$ cat config.mk
export PLATFORM = sky130hd
export DESIGN_NAME = frp_top
export DESIGN_NICKNAME = d
export VERILOG_FILES = /design/src/rtl/frp_pkg.sv /design/src/rtl/frp_access_check.sv /design/src/rtl/frp_apb_regs.sv /design/src/rtl/frp_top.sv
export SDC_FILE = /design/constraint.sdc
export NUM_CORES = 1
export LEC_CHECK = 0
export CORE_MARGIN = 5
export CORE_UTILIZATION = 47
export CTS_BUF_LIST = sky130_fd_sc_hd__clkbuf_8
export CTS_CLUSTER_SIZE = 16
export DETAILED_ROUTE_END_ITERATION = 8
export DONT_BUFFER_PORTS = 1
export PLACE_DENSITY = 0.68
export REMOVE_ABC_BUFFERS = 1
export SLEW_MARGIN = 30
export SYNTH_ARGS = -nofsm -noshare
export SYNTH_HDL_FRONTEND = slang
export SYNTH_SLANG_ARGS = --single-unit
$ cat constraint.sdc
create_clock -name pclk -period 2.51 [get_ports pclk]
set_input_delay 0.3765 -clock pclk [delete_from_list [all_inputs] [get_ports pclk]]
set_output_delay 0.3765 -clock pclk [all_outputs]
set_load 0.05 [all_outputs]
$ cat src/rtl/frp_pkg.sv
// Package: constants and types of the flash readout protection block
package frp_pkg;
  // Register byte offsets
  localparam logic [11:0] FRP_OFS_LEVEL  = 12'h000;
  localparam logic [11:0] FRP_OFS_WPA0   = 12'h004;
  localparam logic [11:0] FRP_OFS_WPA1   = 12'h008;
  localparam logic [11:0] FRP_OFS_KEY    = 12'h00c;
  localparam logic [11:0] FRP_OFS_REQ    = 12'h010;
  localparam logic [11:0] FRP_OFS_STAT   = 12'h014;
  localparam logic [11:0] FRP_OFS_ACC    = 12'h018;
  localparam logic [11:0] FRP_OFS_VERDCT = 12'h01c;
  localparam logic [11:0] FRP_OFS_OTPST  = 12'h020;

  // Level encodings as held in option bytes
  localparam logic [1:0] FRP_LVL_0   = 2'h0;
  localparam logic [1:0] FRP_LVL_0P5 = 2'h1;
  localparam logic [1:0] FRP_LVL_1   = 2'h2;
  localparam logic [1:0] FRP_LVL_2   = 2'h3;

  // Flash geometry
  localparam int FRP_PAGES = 128;
  localparam int FRP_PAGE_W = 7;
  localparam int FRP_OTP_ROWS = 32;
  localparam int FRP_OTP_W = 5;

  // Field positions
  localparam int FRP_F_WPA_START = 0;
  localparam int FRP_F_WPA_END = 8;
  localparam int FRP_F_WPA_EN = 16;

  // Reset values
  localparam logic [31:0] FRP_RST_ZERO = 32'h0000_0000;

  // Wipe walks through this many units, one per cycle
  localparam int FRP_WIPE_CYCLES = 128;

  typedef enum logic [1:0] {
    FRP_AREA_MAIN   = 2'h0,
    FRP_AREA_SYSMEM = 2'h1,
    FRP_AREA_OTP    = 2'h2,
    FRP_AREA_BKP    = 2'h3
  } frp_area_e;

  typedef enum logic [1:0] {
    FRP_OP_READ  = 2'h0,
    FRP_OP_WRITE = 2'h1,
    FRP_OP_ERASE = 2'h2
  } frp_op_e;

  // Access presented for checking
  typedef struct packed {
    logic valid;
    frp_area_e area;
    frp_op_e op;
    logic debug;
    logic ram_boot;
    logic secure;
    logic sram2;
    logic [FRP_PAGE_W-1:0] page;
    logic [FRP_OTP_W-1:0] otp_row;
  } frp_acc_s;

  // Write protect area: start and end page
  typedef struct packed {
    logic en;
    logic [FRP_PAGE_W-1:0] start;
    logic [FRP_PAGE_W-1:0] last;
  } frp_wpa_s;

  typedef enum logic [1:0] {
    FRP_ST_IDLE = 2'b00,
    FRP_ST_WIPE = 2'b01,
    FRP_ST_DONE = 2'b11
  } frp_state_e;
endpackage

$ cat src/rtl/frp_access_check.sv
// Combinational verdict for one memory access against the protection state
module frp_access_check
  import frp_pkg::*;
(
  input wire logic [1:0] level,
  input wire logic sec_ext,
  input wire frp_wpa_s wpa0,
  input wire frp_wpa_s wpa1,
  input wire frp_acc_s acc,
  input wire logic otp_used,
  output logic deny
);
  function automatic logic in_wpa(input frp_wpa_s w,
                                  input logic [FRP_PAGE_W-1:0] p);
    in_wpa = w.en && (p >= w.start) && (p <= w.last);
  endfunction

  logic ext;
  logic wr;
  always_comb begin
    ext = acc.debug || acc.ram_boot;
    wr = (acc.op != FRP_OP_READ);
    deny = 1'b0;
    case (acc.area)
      FRP_AREA_MAIN: begin
        if (wr && (in_wpa(wpa0, acc.page) || in_wpa(wpa1, acc.page)))
          deny = 1'b1; // see RQ11 see RQ12 see RQ3
        if (ext) begin
          case (level)
            FRP_LVL_0P5: deny = deny || acc.secure; // see RQ4
            FRP_LVL_1: deny = !(sec_ext && acc.debug && !acc.secure)
                              || deny; // see RQ5 see RQ6 see RQ14
            FRP_LVL_2: deny = 1'b1; // see RQ8 see RQ9
            default: deny = deny;
          endcase
        end
      end
      FRP_AREA_SYSMEM: deny = wr || (ext && level == FRP_LVL_2);
      FRP_AREA_OTP: begin
        // Readable at every level except by debug or RAM boot at level 2, or RAM boot at level 1 with extension; each row takes one program only
        deny = (wr && otp_used) || (acc.op == FRP_OP_ERASE)
               || (ext && level == FRP_LVL_2); // see RQ13 see RQ18
      end
      FRP_AREA_BKP: begin
        // Backup registers and SRAM2 share the debug verdict
        if (ext)
          deny = (level == FRP_LVL_2) || (level == FRP_LVL_1) ||
                 (level == FRP_LVL_0P5 && acc.secure); // see RQ14
        if (acc.op == FRP_OP_ERASE)
          deny = 1'b1;
      end
      default: deny = 1'b1;
    endcase
    // Boot from SRAM is shut for every area at level 1 with the extension
    if (sec_ext && level == FRP_LVL_1 && acc.ram_boot)
      deny = 1'b1; // see RQ6
    if (!acc.valid)
      deny = 1'b0;
  end
endmodule

$ cat src/rtl/frp_apb_regs.sv
// APB slave decode and read mux of the protection block
module frp_apb_regs
  import frp_pkg::*;
(
  input wire logic psel,
  input wire logic penable,
  input wire logic pwrite,
  input wire logic [11:0] paddr,
  input wire logic [31:0] stat_word,
  input wire logic [31:0] level_word,
  input wire logic [31:0] wpa0_word,
  input wire logic [31:0] wpa1_word,
  input wire logic [31:0] acc_word,
  input wire logic [31:0] verdict_word,
  input wire logic [31:0] otp_word,
  output logic wr_stb,
  output logic rd_stb,
  output logic hit,
  output logic [31:0] rdata
);
  always_comb begin
    wr_stb = psel && penable && pwrite;
    rd_stb = psel && penable && !pwrite;
    hit = 1'b1;
    case (paddr)
      FRP_OFS_LEVEL: rdata = level_word;
      FRP_OFS_WPA0: rdata = wpa0_word;
      FRP_OFS_WPA1: rdata = wpa1_word;
      FRP_OFS_KEY: rdata = FRP_RST_ZERO; // Key never reads back
      FRP_OFS_REQ: rdata = FRP_RST_ZERO;
      FRP_OFS_STAT: rdata = stat_word;
      FRP_OFS_ACC: rdata = acc_word;
      FRP_OFS_VERDCT: rdata = verdict_word;
      FRP_OFS_OTPST: rdata = otp_word;
      default: begin
        rdata = FRP_RST_ZERO;
        hit = 1'b0;
      end
    endcase
  end
endmodule

$ cat src/rtl/frp_top.sv
// Top of the flash readout protection block with its APB register file
//
// Function
// RQ1 - Four protection levels: 0, 0.5, 1, 2
// RQ2 - Level 0.5 valid only with security extension
// RQ3 - Level 0.5 allows non-secure access except protected writes
// RQ4 - Level 0.5 blocks debug to secure region
// RQ5 - Level 1 denies flash to debug, RAM boot
// RQ6 - Level 1 secure: non-secure debug, no SRAM boot
// RQ7 - Leaving level 1 may need matching password
// RQ8 - Level 2 disables debug, RAM boot, bootloader
// RQ9 - Level 2 permanent without configured key
// RQ10 - Level 2 to 1 with key and password
// RQ11 - Two write protect areas block program, erase
// RQ12 - Flash is 128 pages of 8 Kbytes
// RQ13 - 512-byte OTP readable at every level; the code refuses debug and RAM boot reads of it at level 2
// RQ14 - Level 1 without extension: system memory, options ok
// RQ15 - Level 1 to 0 erases flash main
// RQ16 - Level 1 to 0 clears backup registers
// RQ17 - Level 1 to 0 erases all SRAM
// RQ18 - Each OTP row programs only once
// RQ19 - Denied access flagged as bus error
// RQ20 - Level latched from option bytes at reset; the code resets to level 2 and loads it on each opt_load strobe
module frp_top
  import frp_pkg::*;
#(
  parameter int PAGES = FRP_PAGES,
  parameter int WIPE_CYCLES = FRP_WIPE_CYCLES
)(
  input wire logic pclk,
  input wire logic presetn,
  input wire logic psel,
  input wire logic penable,
  input wire logic pwrite,
  input wire logic [11:0] paddr,
  input wire logic [31:0] pwdata,
  input wire logic [3:0] pstrb,
  output logic [31:0] prdata,
  output logic pready,
  output logic pslverr,
  input wire logic opt_load,
  input wire logic [1:0] opt_level,
  input wire logic opt_sec_ext,
  input wire logic opt_key_set,
  input wire logic [31:0] opt_password,
  input wire frp_acc_s mem_acc,
  output logic mem_grant,
  output logic mem_error,
  output logic debug_enable,
  output logic ram_boot_enable,
  output logic flash_wipe,
  output logic backup_clear,
  output logic sram_wipe
);
  logic [1:0] level_q, level_d;
  logic sec_ext_q, sec_ext_d;
  logic key_set_q, key_set_d;
  logic [31:0] pw_q, pw_d;
  logic [31:0] key_q, key_d;
  frp_wpa_s wpa0_q, wpa0_d, wpa1_q, wpa1_d;
  logic [FRP_OTP_ROWS-1:0] otp_used_q, otp_used_d;
  logic pw_fail_q, pw_fail_d;
  frp_acc_s sw_acc_q, sw_acc_d;
  logic sw_deny_q, sw_deny_d;
  frp_state_e st_q, st_d;
  logic [7:0] wipe_cnt_q, wipe_cnt_d;
  logic grant_q, grant_d, err_q, err_d;
  logic dbg_q, dbg_d, rboot_q, rboot_d;
  logic fw_q, fw_d, bk_q, bk_d, sw_q, sw_d;
  logic pready_q, pready_d, pslverr_q, pslverr_d;
  logic [31:0] prdata_q, prdata_d;

  logic hw_deny, sw_deny_now;
  logic wr_stb, hit;
  logic [31:0] rd_word;
  logic opt_load_s1_q, opt_load_s2_q, opt_load_s3_q;

  frp_access_check u_chk_hw (
    .level(level_q),
    .sec_ext(sec_ext_q),
    .wpa0(wpa0_q),
    .wpa1(wpa1_q),
    .acc(mem_acc),
    .otp_used(otp_used_q[mem_acc.otp_row]),
    .deny(hw_deny)
  );

  frp_access_check u_chk_sw (
    .level(level_q),
    .sec_ext(sec_ext_q),
    .wpa0(wpa0_q),
    .wpa1(wpa1_q),
    .acc(sw_acc_q),
    .otp_used(otp_used_q[sw_acc_q.otp_row]),
    .deny(sw_deny_now)
  );

  frp_apb_regs u_regs (
    .psel(psel),
    .penable(penable),
    .pwrite(pwrite),
    .paddr(paddr),
    .stat_word({20'h0, pw_fail_q, key_set_q, st_q, wipe_cnt_q}),
    .level_word({29'h0, sec_ext_q, level_q}),
    .wpa0_word({15'h0, wpa0_q.en, 1'b0, wpa0_q.last, 1'b0, wpa0_q.start}),
    .wpa1_word({15'h0, wpa1_q.en, 1'b0, wpa1_q.last, 1'b0, wpa1_q.start}),
    .acc_word({11'h0, sw_acc_q}),
    .verdict_word({31'h0, sw_deny_q}),
    .otp_word(otp_used_q),
    .wr_stb(wr_stb),
    .rd_stb(),
    .hit(hit),
    .rdata(rd_word)
  );

  function automatic frp_wpa_s wpa_from(input logic [31:0] w);
    wpa_from.en = w[FRP_F_WPA_EN];
    wpa_from.start = w[FRP_F_WPA_START +: FRP_PAGE_W];
    wpa_from.last = w[FRP_F_WPA_END +: FRP_PAGE_W];
  endfunction

  // Sanitise an option level: 0.5 needs the extension
  function automatic logic [1:0] legal_lvl(input logic [1:0] l,
                                          input logic se);
    legal_lvl = (l == FRP_LVL_0P5 && !se) ? FRP_LVL_1 : l; // see RQ1 see RQ2
  endfunction

  // Load strobe comes from the option loader, outside this clock
  always_ff @(posedge pclk or negedge presetn) begin
    if (!presetn) begin
      opt_load_s1_q <= 1'b0;
      opt_load_s2_q <= 1'b0;
      opt_load_s3_q <= 1'b0;
    end else begin
      opt_load_s1_q <= opt_load;
      opt_load_s2_q <= opt_load_s1_q;
      opt_load_s3_q <= opt_load_s2_q;
    end
  end

  logic req_wr, lvl_wr, load_evt, pw_ok, pw_ok_any;
  logic [1:0] want;
  always_comb begin
    level_d = level_q;
    sec_ext_d = sec_ext_q;
    key_set_d = key_set_q;
    pw_d = pw_q;
    key_d = key_q;
    wpa0_d = wpa0_q;
    wpa1_d = wpa1_q;
    otp_used_d = otp_used_q;
    pw_fail_d = pw_fail_q;
    sw_acc_d = sw_acc_q;
    st_d = st_q;
    wipe_cnt_d = wipe_cnt_q;
    fw_d = 1'b0;
    bk_d = 1'b0;
    sw_d = 1'b0;
    load_evt = opt_load_s2_q && !opt_load_s3_q;
    req_wr = wr_stb && paddr == FRP_OFS_REQ;
    lvl_wr = req_wr && pstrb[0];
    want = legal_lvl(pwdata[1:0], sec_ext_q);
    pw_ok = (key_q == pw_q);
    pw_ok_any = pw_ok || !key_set_q;
    // Level taken from option bytes only on a load
    if (load_evt) begin
      level_d = legal_lvl(opt_level, opt_sec_ext); // see RQ20
      sec_ext_d = opt_sec_ext;
      key_set_d = opt_key_set;
      pw_d = opt_password;
    end
    if (wr_stb && st_q != FRP_ST_WIPE) begin
      if (paddr == FRP_OFS_WPA0 && pstrb[0])
        wpa0_d = wpa_from(pwdata);
      if (paddr == FRP_OFS_WPA1 && pstrb[0])
        wpa1_d = wpa_from(pwdata);
      if (paddr == FRP_OFS_KEY)
        key_d = pwdata;
      if (paddr == FRP_OFS_ACC)
        sw_acc_d = frp_acc_s'(pwdata[20:0]);
    end
    if (lvl_wr && st_q != FRP_ST_WIPE && !load_evt) begin
      pw_fail_d = 1'b0;
      if (want > level_q) begin
        level_d = want;
      end else if (want < level_q) begin
        case (level_q)
          FRP_LVL_2: begin
            // Only to level 1, only with key and password
            if (want == FRP_LVL_1 && key_set_q && pw_ok)
              level_d = FRP_LVL_1; // see RQ9 see RQ10
            else
              pw_fail_d = 1'b1;
          end
          FRP_LVL_1: begin
            if (pw_ok_any) begin // see RQ7
              level_d = want;
              st_d = FRP_ST_WIPE;
              wipe_cnt_d = 8'h00;
            end else begin
              pw_fail_d = 1'b1;
            end
          end
          default: level_d = want;
        endcase
      end
    end
    // Wipe walks WIPE_CYCLES units, one per cycle, with erase strobes held
    case (st_q)
      FRP_ST_IDLE: st_d = st_d;
      FRP_ST_WIPE: begin
        wipe_cnt_d = wipe_cnt_q + 8'h01;
        if (wipe_cnt_q == 8'(WIPE_CYCLES - 1)) begin
          st_d = FRP_ST_DONE;
          otp_used_d = otp_used_q; // OTP survives the wipe
        end
      end
      // A request taken in this cycle may already start a new wipe
      FRP_ST_DONE: st_d = (st_d == FRP_ST_WIPE) ? st_d : FRP_ST_IDLE;
      default: st_d = FRP_ST_IDLE;
    endcase
    // Strobes follow the next state so they cover the refusal window
    if (st_d == FRP_ST_WIPE) begin
      fw_d = (level_d == FRP_LVL_0); // see RQ15
      bk_d = 1'b1; // see RQ16
      sw_d = 1'b1; // see RQ17
    end
    // Rows burn once; an OTP program not refused by hw_deny marks its row, even during a wipe
    if (mem_acc.valid && !hw_deny && mem_acc.area == FRP_AREA_OTP &&
        mem_acc.op == FRP_OP_WRITE)
      otp_used_d[mem_acc.otp_row] = 1'b1; // see RQ18
  end

  always_comb begin
    sw_deny_d = sw_deny_now;
    // Denied accesses turn into errors, nothing passes on
    grant_d = mem_acc.valid && !hw_deny && st_q != FRP_ST_WIPE; // see RQ19
    err_d = mem_acc.valid && !grant_d; // see RQ19
    dbg_d = level_q != FRP_LVL_2; // see RQ8 see RQ9
    rboot_d = !(level_q == FRP_LVL_2 ||
               (level_q == FRP_LVL_1 && sec_ext_q)); // see RQ6 see RQ8
    pready_d = psel && !penable;
    pslverr_d = psel && !penable && !hit;
    prdata_d = (psel && !penable && !pwrite) ? rd_word : prdata_q;
  end

  always_ff @(posedge pclk or negedge presetn) begin
    if (!presetn) begin
      level_q <= FRP_LVL_2;
      sec_ext_q <= 1'b0;
      key_set_q <= 1'b0;
      pw_q <= FRP_RST_ZERO;
      key_q <= FRP_RST_ZERO;
      wpa0_q <= '0;
      wpa1_q <= '0;
      otp_used_q <= '0;
      pw_fail_q <= 1'b0;
      sw_acc_q <= '0;
      sw_deny_q <= 1'b0;
      st_q <= FRP_ST_IDLE;
      wipe_cnt_q <= 8'h00;
      grant_q <= 1'b0;
      err_q <= 1'b0;
      dbg_q <= 1'b0;
      rboot_q <= 1'b0;
      fw_q <= 1'b0;
      bk_q <= 1'b0;
      sw_q <= 1'b0;
      pready_q <= 1'b0;
      pslverr_q <= 1'b0;
      prdata_q <= FRP_RST_ZERO;
    end else begin
      level_q <= level_d;
      sec_ext_q <= sec_ext_d;
      key_set_q <= key_set_d;
      pw_q <= pw_d;
      key_q <= key_d;
      wpa0_q <= wpa0_d;
      wpa1_q <= wpa1_d;
      otp_used_q <= otp_used_d;
      pw_fail_q <= pw_fail_d;
      sw_acc_q <= sw_acc_d;
      sw_deny_q <= sw_deny_d;
      st_q <= st_d;
      wipe_cnt_q <= wipe_cnt_d;
      grant_q <= grant_d;
      err_q <= err_d;
      dbg_q <= dbg_d;
      rboot_q <= rboot_d;
      fw_q <= fw_d;
      bk_q <= bk_d;
      sw_q <= sw_d;
      pready_q <= pready_d;
      pslverr_q <= pslverr_d;
      prdata_q <= prdata_d;
    end
  end

  assign prdata = prdata_q;
  assign pready = pready_q;
  assign pslverr = pslverr_q;
  assign mem_grant = grant_q;
  assign mem_error = err_q;
  assign debug_enable = dbg_q;
  assign ram_boot_enable = rboot_q;
  assign flash_wipe = fw_q;
  assign backup_clear = bk_q;
  assign sram_wipe = sw_q;
endmodule
# Yosys cells after proc, flatten, opt, wreduce, memory -nomap -nowiden
# Index checks and enable logic that the tools add are counted.
[totals]
register_bits = 206
elab_cells = 237
inputBits = 111
[op_classes]
n_lt_le_gt_ge = 13
add_sub_neg = 1
reduce_logical = 97
bitwise_logic = 1
muxes = 56
eq_ne = 32
[op_table]
columns = ["operator", "count"]
rows = [
  ["32-bit case mux with 7 select lines", 1],
  ["12-bit by 5-bit == test with 1-bit output, second input constant", 4],
  ["8-bit two-way mux", 6],
  ["1-bit logical AND", 46],
  ["32-bit == test", 1],
  ["32-bit bitwise OR", 1],
  ["2-bit two-way mux", 15],
  ["7-bit >= comparator", 4],
  ["7-bit less-or-equal comparator", 4],
  ["12-bit by 4-bit == test with 1-bit output, second input constant", 2],
  ["1-bit two-way mux", 24],
  ["2-bit == test, second input constant", 10],
  ["1-bit logical OR", 19],
  ["2-bit by 1-bit == test with 1-bit output, second input constant", 9],
  ["1-bit zero test", 15],
  ["12-bit by 3-bit == test with 1-bit output, second input constant", 1],
  ["12-bit by 6-bit == test with 1-bit output, second input constant", 1],
  ["12-bit zero test", 1],
  ["5-bit by 6-bit less-than comparator with 1-bit output, second input constant", 2],
  ["2-bit nonzero test", 6],
  ["1-bit binary-select mux with 5-bit select", 2],
  ["9-bit OR reduction", 1],
  ["8-bit by 1-bit adder with 8-bit output, second input constant", 1],
  ["8-bit by 7-bit == test with 1-bit output, second input constant", 1],
  ["other kinds (14)", 23],
]

# Depth between registers and ports, before layout
# Gate-level depths: netlist (run 1).
[depth]
depth_word = 18
ltp_mapped = 11
ltp_nobuf = 9

# By module
# Synthesis (run 1) repeated with hierarchy kept, for this count alone.
[hier_totals]
cells_unflattened = 1141
hier_area_um2 = 12618.4
[modules_own_cells]
columns = ["module", "n_inst", "area_per_inst_um2", "seq_area_each_um2", "cells_each"]
rows = [
  ["frp_top", 1, 8904.8, 5157.4, 620],
  ["frp_apb_regs", 1, 1934.4, 0.0, 271],
  ["frp_access_check", 2, 889.6, 0.0, 125],
]

# Worst setup path before layout (run 1)
# No wires, ideal clock.
[synth_timing]
path_kind = "flip-flop to flip-flop"
from = "register sec_ext_q"
to = "register fw_q, in the netlist flash_wipe"
path_stages_with_launch = 11
setup_slack_ns = 0.052
arrival_ns = 2.362
n_path_buf = 2
setup_time_ns = 0.096
required_time_ns = 2.414
cell_sequence = "dfrtp_1 > clkbuf_1 > inv_1 > a21o_1 > ha_1 > a21o_1 > and4b_1 > buf_2 > nand3_2 > maj3_1 > nor4_2"
[synth_via]
elab_chain_len = 13
word_cells_on_any_way = 24
classes_between = "2 x order compare; 3 x eq/ne; 14 x mux; 5 x reduce/logical"
[synth_rtl]
columns = ["item", "line_no", "rtl"]
rows = [
  ["start: declaration", "frp_top.sv:56", "logic sec_ext_q, sec_ext_d;"],
  ["start signal: assignment", "frp_top.sv:274", "sec_ext_q <= sec_ext_d;"],
  ["1-bit zero test (*)", "frp_top.sv:125", "legal_lvl = (l == FRP_LVL_0P5 && !se) ? FRP_LVL_1 : l;"],
  ["1-bit logical AND (*)", "frp_top.sv:125", ""],
  ["2-bit two-way mux (*)", "frp_top.sv:125", ""],
  ["parallel branches: the longest is 9 deep, another holds 2-bit less-than comparator", "n/a", ""],
  ["1-bit two-way mux (*)", "frp_top.sv:223", "if (st_d == FRP_ST_WIPE) begin"],
  ["net fw_d", "frp_top.sv:69", "logic fw_q, fw_d, bk_q, bk_d, sw_q, sw_d;"],
  ["end signal: assignment", "frp_top.sv:290", "fw_q <= fw_d;"],
  ["end: declaration", "frp_top.sv:69", ""],
]
# Mark *: on every way through the listed nets, which the timed path passes.
# A chain may end at the register's enable or synchronous reset.

# Worst setup path in the final report (run 1)
[layout_timing]
from = "register otp_used_q[20]"
to = "register otp_used_q[13]"
[layout_via]
elab_chain_len = 12
[layout_rtl]
columns = ["item", "line_no", "rtl"]
rows = [
  ["start: declaration", "frp_top.sv:61", "logic [FRP_OTP_ROWS-1:0] otp_used_q, otp_used_d;"],
  ["start signal: assignment", "frp_top.sv:280", "otp_used_q <= otp_used_d;"],
  ["1-bit binary-select mux with 5-bit select", "frp_top.sv:84", ".otp_used(otp_used_q[mem_acc.otp_row]),"],
  ["1-bit two-way mux (implied by the code)", "frp_top.sv:84", ""],
  ["1-bit logical AND", "frp_access_check.sv:41", "deny = (wr && otp_used) || (acc.op == FRP_OP_ERASE)"],
  ["1-bit logical OR", "frp_access_check.sv:41", ""],
  ["1-bit logical OR", "frp_access_check.sv:42", "|| (ext && level == FRP_LVL_2);"],
  ["1-bit case mux with 4 select lines", "frp_access_check.sv:24", "case (acc.area)"],
  ["1-bit two-way mux", "frp_access_check.sv:55", "if (sec_ext && level == FRP_LVL_1 && acc.ram_boot)"],
  ["1-bit two-way mux", "frp_access_check.sv:57", "if (!acc.valid)"],
  ["1-bit zero test", "frp_top.sv:229", "if (mem_acc.valid && !hw_deny && mem_acc.area == FRP_AREA_OTP &&"],
  ["1-bit logical AND (3 in a row)", "frp_top.sv:229", ""],
]
# No other way between the ends. The select of a mux whose other input is x is not followed.

==> qor.txt, run 1 <==
Bufs on Longest Clock Path: 3
RR Startpoint: otp_used_q[20]$_DFFE_PN0P_
CP endpoint kind: flop
syn_area_per_cell: 10.7 um2
net switching power: 2000 uW
drt initial violations: 590
post-synthesis cell type count: 72
Die X-Extent: 166 um
RePlAce Congestion: 0.922
FMAX: 0.396 GHz
Worst path max stage delay: 0.47 ns
number of flops mapped to enable cells by yosys: 0
Final Slew Violations: 0
nets: 1369
reg2reg path depth: 8
CP Data Required Time: 2.93 ns
Clock Sinks: 206
Max Cap Violations: 0
CP Buf/Inv Count: 1
Period minus WS final: 2.53 ns
Seq/Total Area, Yosys: 44.9%
Post-synth top flop: dfrtp_1
CTS Hold Bufs: 69
Syn-to-layout area delta: 20.0%
gr ovfl total: 0
Total GRT Usage: 23.5%
total length of routed wires: 33700 um
chip height: 166 um
setup violators final: 8
largest net degree at the start of global routing: 207
VDD IR max: 0.410 mV
CTS tree: built
antenna-violating nets left: 0
Ports: 152
final setup skew: 0.0331 ns
critical path class: flop to flop
Mapped Cells: 1076
via count: 8977
commonest non-fill, non-tap cell in the layout: dfrtp_1
post-synthesis register bit count: 206
worst-path maximum fanout: 18
full die area: 27700 um2
P_leak: 0.00646 uW
flop2flop setup slack: -0.02 ns
Levels on crit path: 8
Worst-Margin Slew: 0.867 ns
core area: 24200 um2
Vias/cell: 5.84
part of the power in the clock network: 42.8%
worst-path cell chain: mux4_2 > mux2_4 > a22oi_2 > a21oi_2 > o221ai_2 > nand4_4 > buf_12 > o41ai_4
sequential share of power: 47.4%
worst skew pair latency: 0.54 ns
Starting Density: 47.5%
cell-internal power: 5630 uW
final hold viol count: 204
crit path max-delay cell type: mux4_2
htree depth: 2
fin cells: 1538
root cell of the clock tree: clkbuf_8
RSZ-0062 raised after global routing: yes
Final WS setup: -0.0165 ns
first-pass GRT wire length: 52000 um
WP data arrival: 2.94 ns
CTS buffer count: 38
Power Density: 554 nW/um2
Fin Hold WS: -0.458 ns
clk slew on worst S/H paths: 0.06 ns
logic gate share of total power: 9.8%
# port buffers: 0
most frequent cells in the layout: dfrtp_1, nand2_1, inv_1, mux2_2
CP startpoint kind: flop
DR pass1 iterations: 7
dominant cell type by area after synthesis: dfrtp_1
synthesized area: 11500 um2
WL/cell: 21.9 um
Final Util: 57.0%
DRC: 0
worst hold path type: input port to asynchronous set/reset pin
area share of the largest cell type after synthesis: 44.4%
failing checks: hold timing, setup timing
vias in the first global route: 9140
Placed Cells: 1400
DPL Wire Length: 23400 um
top post-synthesis cells by area: dfrtp_1, mux2_2, ha_1
Max-slew headroom: 42.2%
Tcrit/Tclk final: 101%
delay-heaviest family, CP: compound AO/OA/AOI/OAI gates
FF-to-FF End: otp_used_q[13]$_DFFE_PN0P_
sw frac: 26.2%
share of post-route cells with drive strength above 1: 21.6%
antenna violations before repair: 4
outcome: finished, violations left
asr flop ratio synth: 100%
Rows: 57
Warnings, synthesis: 0
[Yosys cell counts (all sizes together), types with 12 or more instances]
cell type,number
dfrtp,204
nand2,165
mux2,80
inv,78
ha,69
o21ai,41
clkbuf,35
xor2,33
nand3,32
o41ai,32
a21oi,30
nor2,30
buf,18
a21o,16
a22o,14
nor2b,14
a31oi,13
nand4,13
mux4,12
nor4,12
[repair_timing]
action	in CTS	in global routing
endpoints found under the setup margin	3	36
gates resized for setup	1	27
gates cloned	0	1
buffers inserted	0	3
pin swaps	0	5
endpoints found under the hold margin	325	206
[registers in the layout (all words and copies together) (netlist names), 2 cells and up]
register and flops:
sw_acc_q 21, level_q 2, otp_used_q 32, st_q 2, pw_q 32, wpa0_q 15, wipe_cnt_q 8, key_q 32
wpa1_q 15, prdata 32
[metrics by stage]
| stage | hold WS, ns | setup TNS, ns | instance area, um2 | worst slack, ns | power (uW) |
|---|---|---|---|---|---|
| 2_1_floorplan | 0.0809 | -112.88 | 11200 | -1.72 | 4040 |
| 3_3_place_gp | 0.0970 | 0 | 12100 | 0.0501 | 4240 |
| 3_5_place_dp | 0.0963 | -0.0385 | 12100 | -0.0275 | 4260 |
| 4_1_cts | -0.482 | -0.00739 | 13600 | -0.00374 | 7650 |
| 5_1_grt | -0.485 | -2.41 | 13800 | -0.120 | 7930 |
| 6_report | -0.458 | -0.0625 | 13800 | -0.0165 | 7640 |
[logic make-up (layout without fill, tap and decap cells)]
logic type | Yosys count | count (layout) | share of synthesized area, %
buf+inv | 134 | 271 | 5.25
compound gates | 220 | 220 | 15.6
simple gates | 309 | 309 | 12.8
fa+ha+maj | 70 | 70 | 7.60
flops | 206 | 206 | 44.9
xor+xnor | 34 | 34 | 2.59
other cells | 0 | 1 | 0
mux | 103 | 103 | 11.2
[worst max path at each step]
stage,from,endpoint,slack (ns)
floorplan,paddr[2],prdata[16]$_DFFE_PN0P_,-1.72
global route,otp_used_q[20]$_DFFE_PN0P_,otp_used_q[15]$_DFFE_PN0P_,-0.12
global placement,mem_acc[0],otp_used_q[3]$_DFFE_PN0P_,0.05
CTS,otp_used_q[30]$_DFFE_PN0P_,otp_used_q[3]$_DFFE_PN0P_,-0.004
finish,otp_used_q[20]$_DFFE_PN0P_,otp_used_q[13]$_DFFE_PN0P_,-0.02
detailed placement,mem_acc[0],otp_used_q[1]$_DFFE_PN0P_,-0.03
[per-layer routing]
| metal | GRT usage, % | wire, um | vias to the layer above | part of all wire, % |
|---|---|---|---|---|
| li1 | - | - | 4128 | - |
| met3 | 7.97 | 2750 | 70 | 8.1 |
| met5 | 0 | 40 | - | 0.12 |
| met2 | 38.5 | 16100 | 327 | 48 |
| met4 | 7.97 | 1090 | 6 | 3.2 |
| met1 | 29.3 | 13700 | 4446 | 41 |
[worst register-to-register path, delay by kind of cell, from the launching register on]
family	cells	cell delay, ns
muxes	2	0.77
DFF	1	0.39
and+or+nand+nor	1	0.20
AOI/OAI and AO/OA	4	0.82
buffers and inverters	1	0.23
[cell type report]
class	instances	area [um2]
flip-flops and latches	206	5160
fillers	2012	10400
inverters	78	293
multi-input cells	736	5910
clock inverters	18	135
diodes	1	2.50
clock buffers	46	633
well taps	324	405
repair buffers	129	1250
[power groups by stage]
| stage | Clock, uW | Sequential [uW] | Combinational, uW |
|---|---|---|---|
| after floorplan | 0 | 3650 | 388 |
| after global placement | 0 | 3670 | 573 |
| after detailed placement | 0 | 3680 | 584 |
| after CTS | 3340 | 3620 | 699 |
| after global routing | 3490 | 3630 | 821 |
| final | 3270 | 3620 | 751 |
Power figures use the tool's default switching activity.
==> run 2, diff against run 1 <==
--- a/config.mk
+++ b/config.mk
@@ -11,8 +11,7 @@
 export CTS_CLUSTER_SIZE = 16
 export DETAILED_ROUTE_END_ITERATION = 8
 export DONT_BUFFER_PORTS = 1
-export PLACE_DENSITY = 0.68
-export REMOVE_ABC_BUFFERS = 1
+export PLACE_DENSITY = 0.72
 export SLEW_MARGIN = 30
 export SYNTH_ARGS = -nofsm -noshare
 export SYNTH_HDL_FRONTEND = slang
==> qor.txt, run 2 (synthesis results as in run 1) <==
P_leak: 0.00642 uW
outcome: finished, violations left
Die X-Extent: 166 um
Power Density: 544 nW/um2
vias in the first global route: 9357
RSZ-0062 raised after global routing: yes
FF-to-FF End: otp_used_q[20]$_DFFE_PN0P_
critical path class: flop to flop
Placement Setup Slack: -0.0203 ns
fillers: 1969
post-route cell area: 13700 um2
power consumption: 7450 uW
share of post-route cells with drive strength above 1: 21.5%
flop2flop setup slack: 0.07 ns
most frequent cells in the layout: dfrtp_1, nand2_1, inv_1, mux2_2
DPL Wire Length: 23900 um
reg2reg path depth: 8
drt initial violations: 833
CP endpoint kind: flop
multi-input logic area: 5890 um2
full die area: 27700 um2
FMAX: 0.410 GHz
crit path max-delay cell type: mux4_2
met2 usage: 40.0%
Worst path max stage delay: 0.47 ns
chip height: 166 um
VDD IR max: 0.465 mV
worst hold path type: input port to asynchronous set/reset pin
GR Util met1: 31.3%
Syn Nets: 1256
commonest non-fill, non-tap cell in the layout: dfrtp_1
Final WS setup: 0.0729 ns
antenna-violating nets left: 0
root cell of the clock tree: clkbuf_8
core area: 24200 um2
Worst-Margin Slew: 0.879 ns
fin cells: 1537
WL/cell: 22.4 um
Total GRT Usage: 24.0%
WP data arrival: 2.85 ns
Max-slew headroom: 41.4%
clk slew on worst S/H paths: 0.06 ns
CP Launch Point: otp_used_q[29]$_DFFE_PN0P_
# port buffers: 0
failing checks: hold timing
Tcrit/Tclk final: 97.1%
CP Data Required Time: 2.93 ns
Starting Density: 47.5%
nets: 1364
worst skew pair latency: 0.54 ns
first-pass GRT wire length: 53300 um
Max Cap Violations: 0
setup violators final: 0
DRC: 0
FF+latch area: 5160 um2
total length of routed wires: 34400 um
CTS buffer count: 36
worst-path maximum fanout: 16
grt peak-use layer: met2
grt met3 use: 6.07%
Period minus WS final: 2.44 ns
Bufs on Longest Clock Path: 3
DR pass1 iterations: 6
worst-path cell chain: mux4_2 > mux2_4 > a22oi_2 > a21oi_2 > o221ai_2 > nand4_4 > buf_12 > o41ai_4
RePlAce Congestion: 0.947
Placed Cells: 1400
CP startpoint kind: flop
final hold viol count: 206
Fin Hold WS: -0.445 ns
largest net degree at the start of global routing: 207
htree depth: 2
Vias/cell: 5.94
Clock Sinks: 206
via count: 9124
Syn-to-layout area delta: 19.1%
CTS Hold Bufs: 69
Ports: 152
gr ovfl total: 0
CTS tree: built
Post-Place Cell Area: 12100 um2
Final Util: 56.6%
antenna violations before repair: 4
Rows: 57
RR Startpoint: otp_used_q[29]$_DFFE_PN0P_
final setup skew: 0.0333 ns
Final Slew Violations: 0
run 2: changes by cell type in the layout (fill, tap and decap cells not counted), moves of 2 or more:
cell,delta
inv_1,+3
o21ai_0,+2
o41ai_4,-3
o41ai_2,+3
clkbuf_8,-2
buf_6,-2
run 2: cell type report:
class | instances | share of cell area, %
multi-input cells | 736 | 43.1
diodes | 2 | 0.0366
clock buffers | 44 | 4.43
repair buffers | 126 | 8.81
well taps | 324 | 2.96
flip-flops and latches | 206 | 37.7
inverters | 78 | 2.14
clock inverters | 21 | 0.860
run 2: how the worst max path moves through the flow:
stage	to	slack (ns)	cells after the start
2_1_floorplan	flash_wipe$_DFF_PN0_	0.05	10
3_3_place_gp	otp_used_q[0]$_DFFE_PN0P_	0.06	8
3_5_place_dp	otp_used_q[3]$_DFFE_PN0P_	-0.02	8
4_1_cts	otp_used_q[3]$_DFFE_PN0P_	0.02	8
5_1_grt	flash_wipe$_DFF_PN0_	-0.04	9
6_report	otp_used_q[20]$_DFFE_PN0P_	0.07	8
run 2: stage by stage:
step	setup TNS (ns)	hold slack (ns)
floorplan	0	0.0809
global placement	0	0.0901
detailed placement	-0.0203	0.0881
CTS	0	-0.469
global route	-0.0877	-0.476
finish	0	-0.445
run 2: timing repair:
action                                  CTS  global route
resized for setup                         0            21
endpoints found under the setup margin    0            34
endpoints found under the hold margin   321           206
setup buffers                             0             1
run 2: power breakdown:
part	leakage (uW)	internal [uW]	switching [uW]	total [uW]
clock	0.000421	1690	1420	3110
sequential	0.00257	3430	190	3620
combinational	0.00343	320	396	716
run 2: per-layer routing:
layer	share of wire [%]	vias to the layer above	wire [um]
li1	-	4107	-
met1	40	4524	13700
met2	49	424	16800
met3	9.0	67	3080
met4	2.4	2	835
met5	0.020	-	7
run 2: worst max-delay path: cells and delay by family (launching register included):
kind                   cells  cell delay [ns]
and+or+nand+nor            1             0.16
AOI/OAI and AO/OA          4             0.82
buffers and inverters      1             0.20
DFF                        1             0.38
muxes                      2             0.77
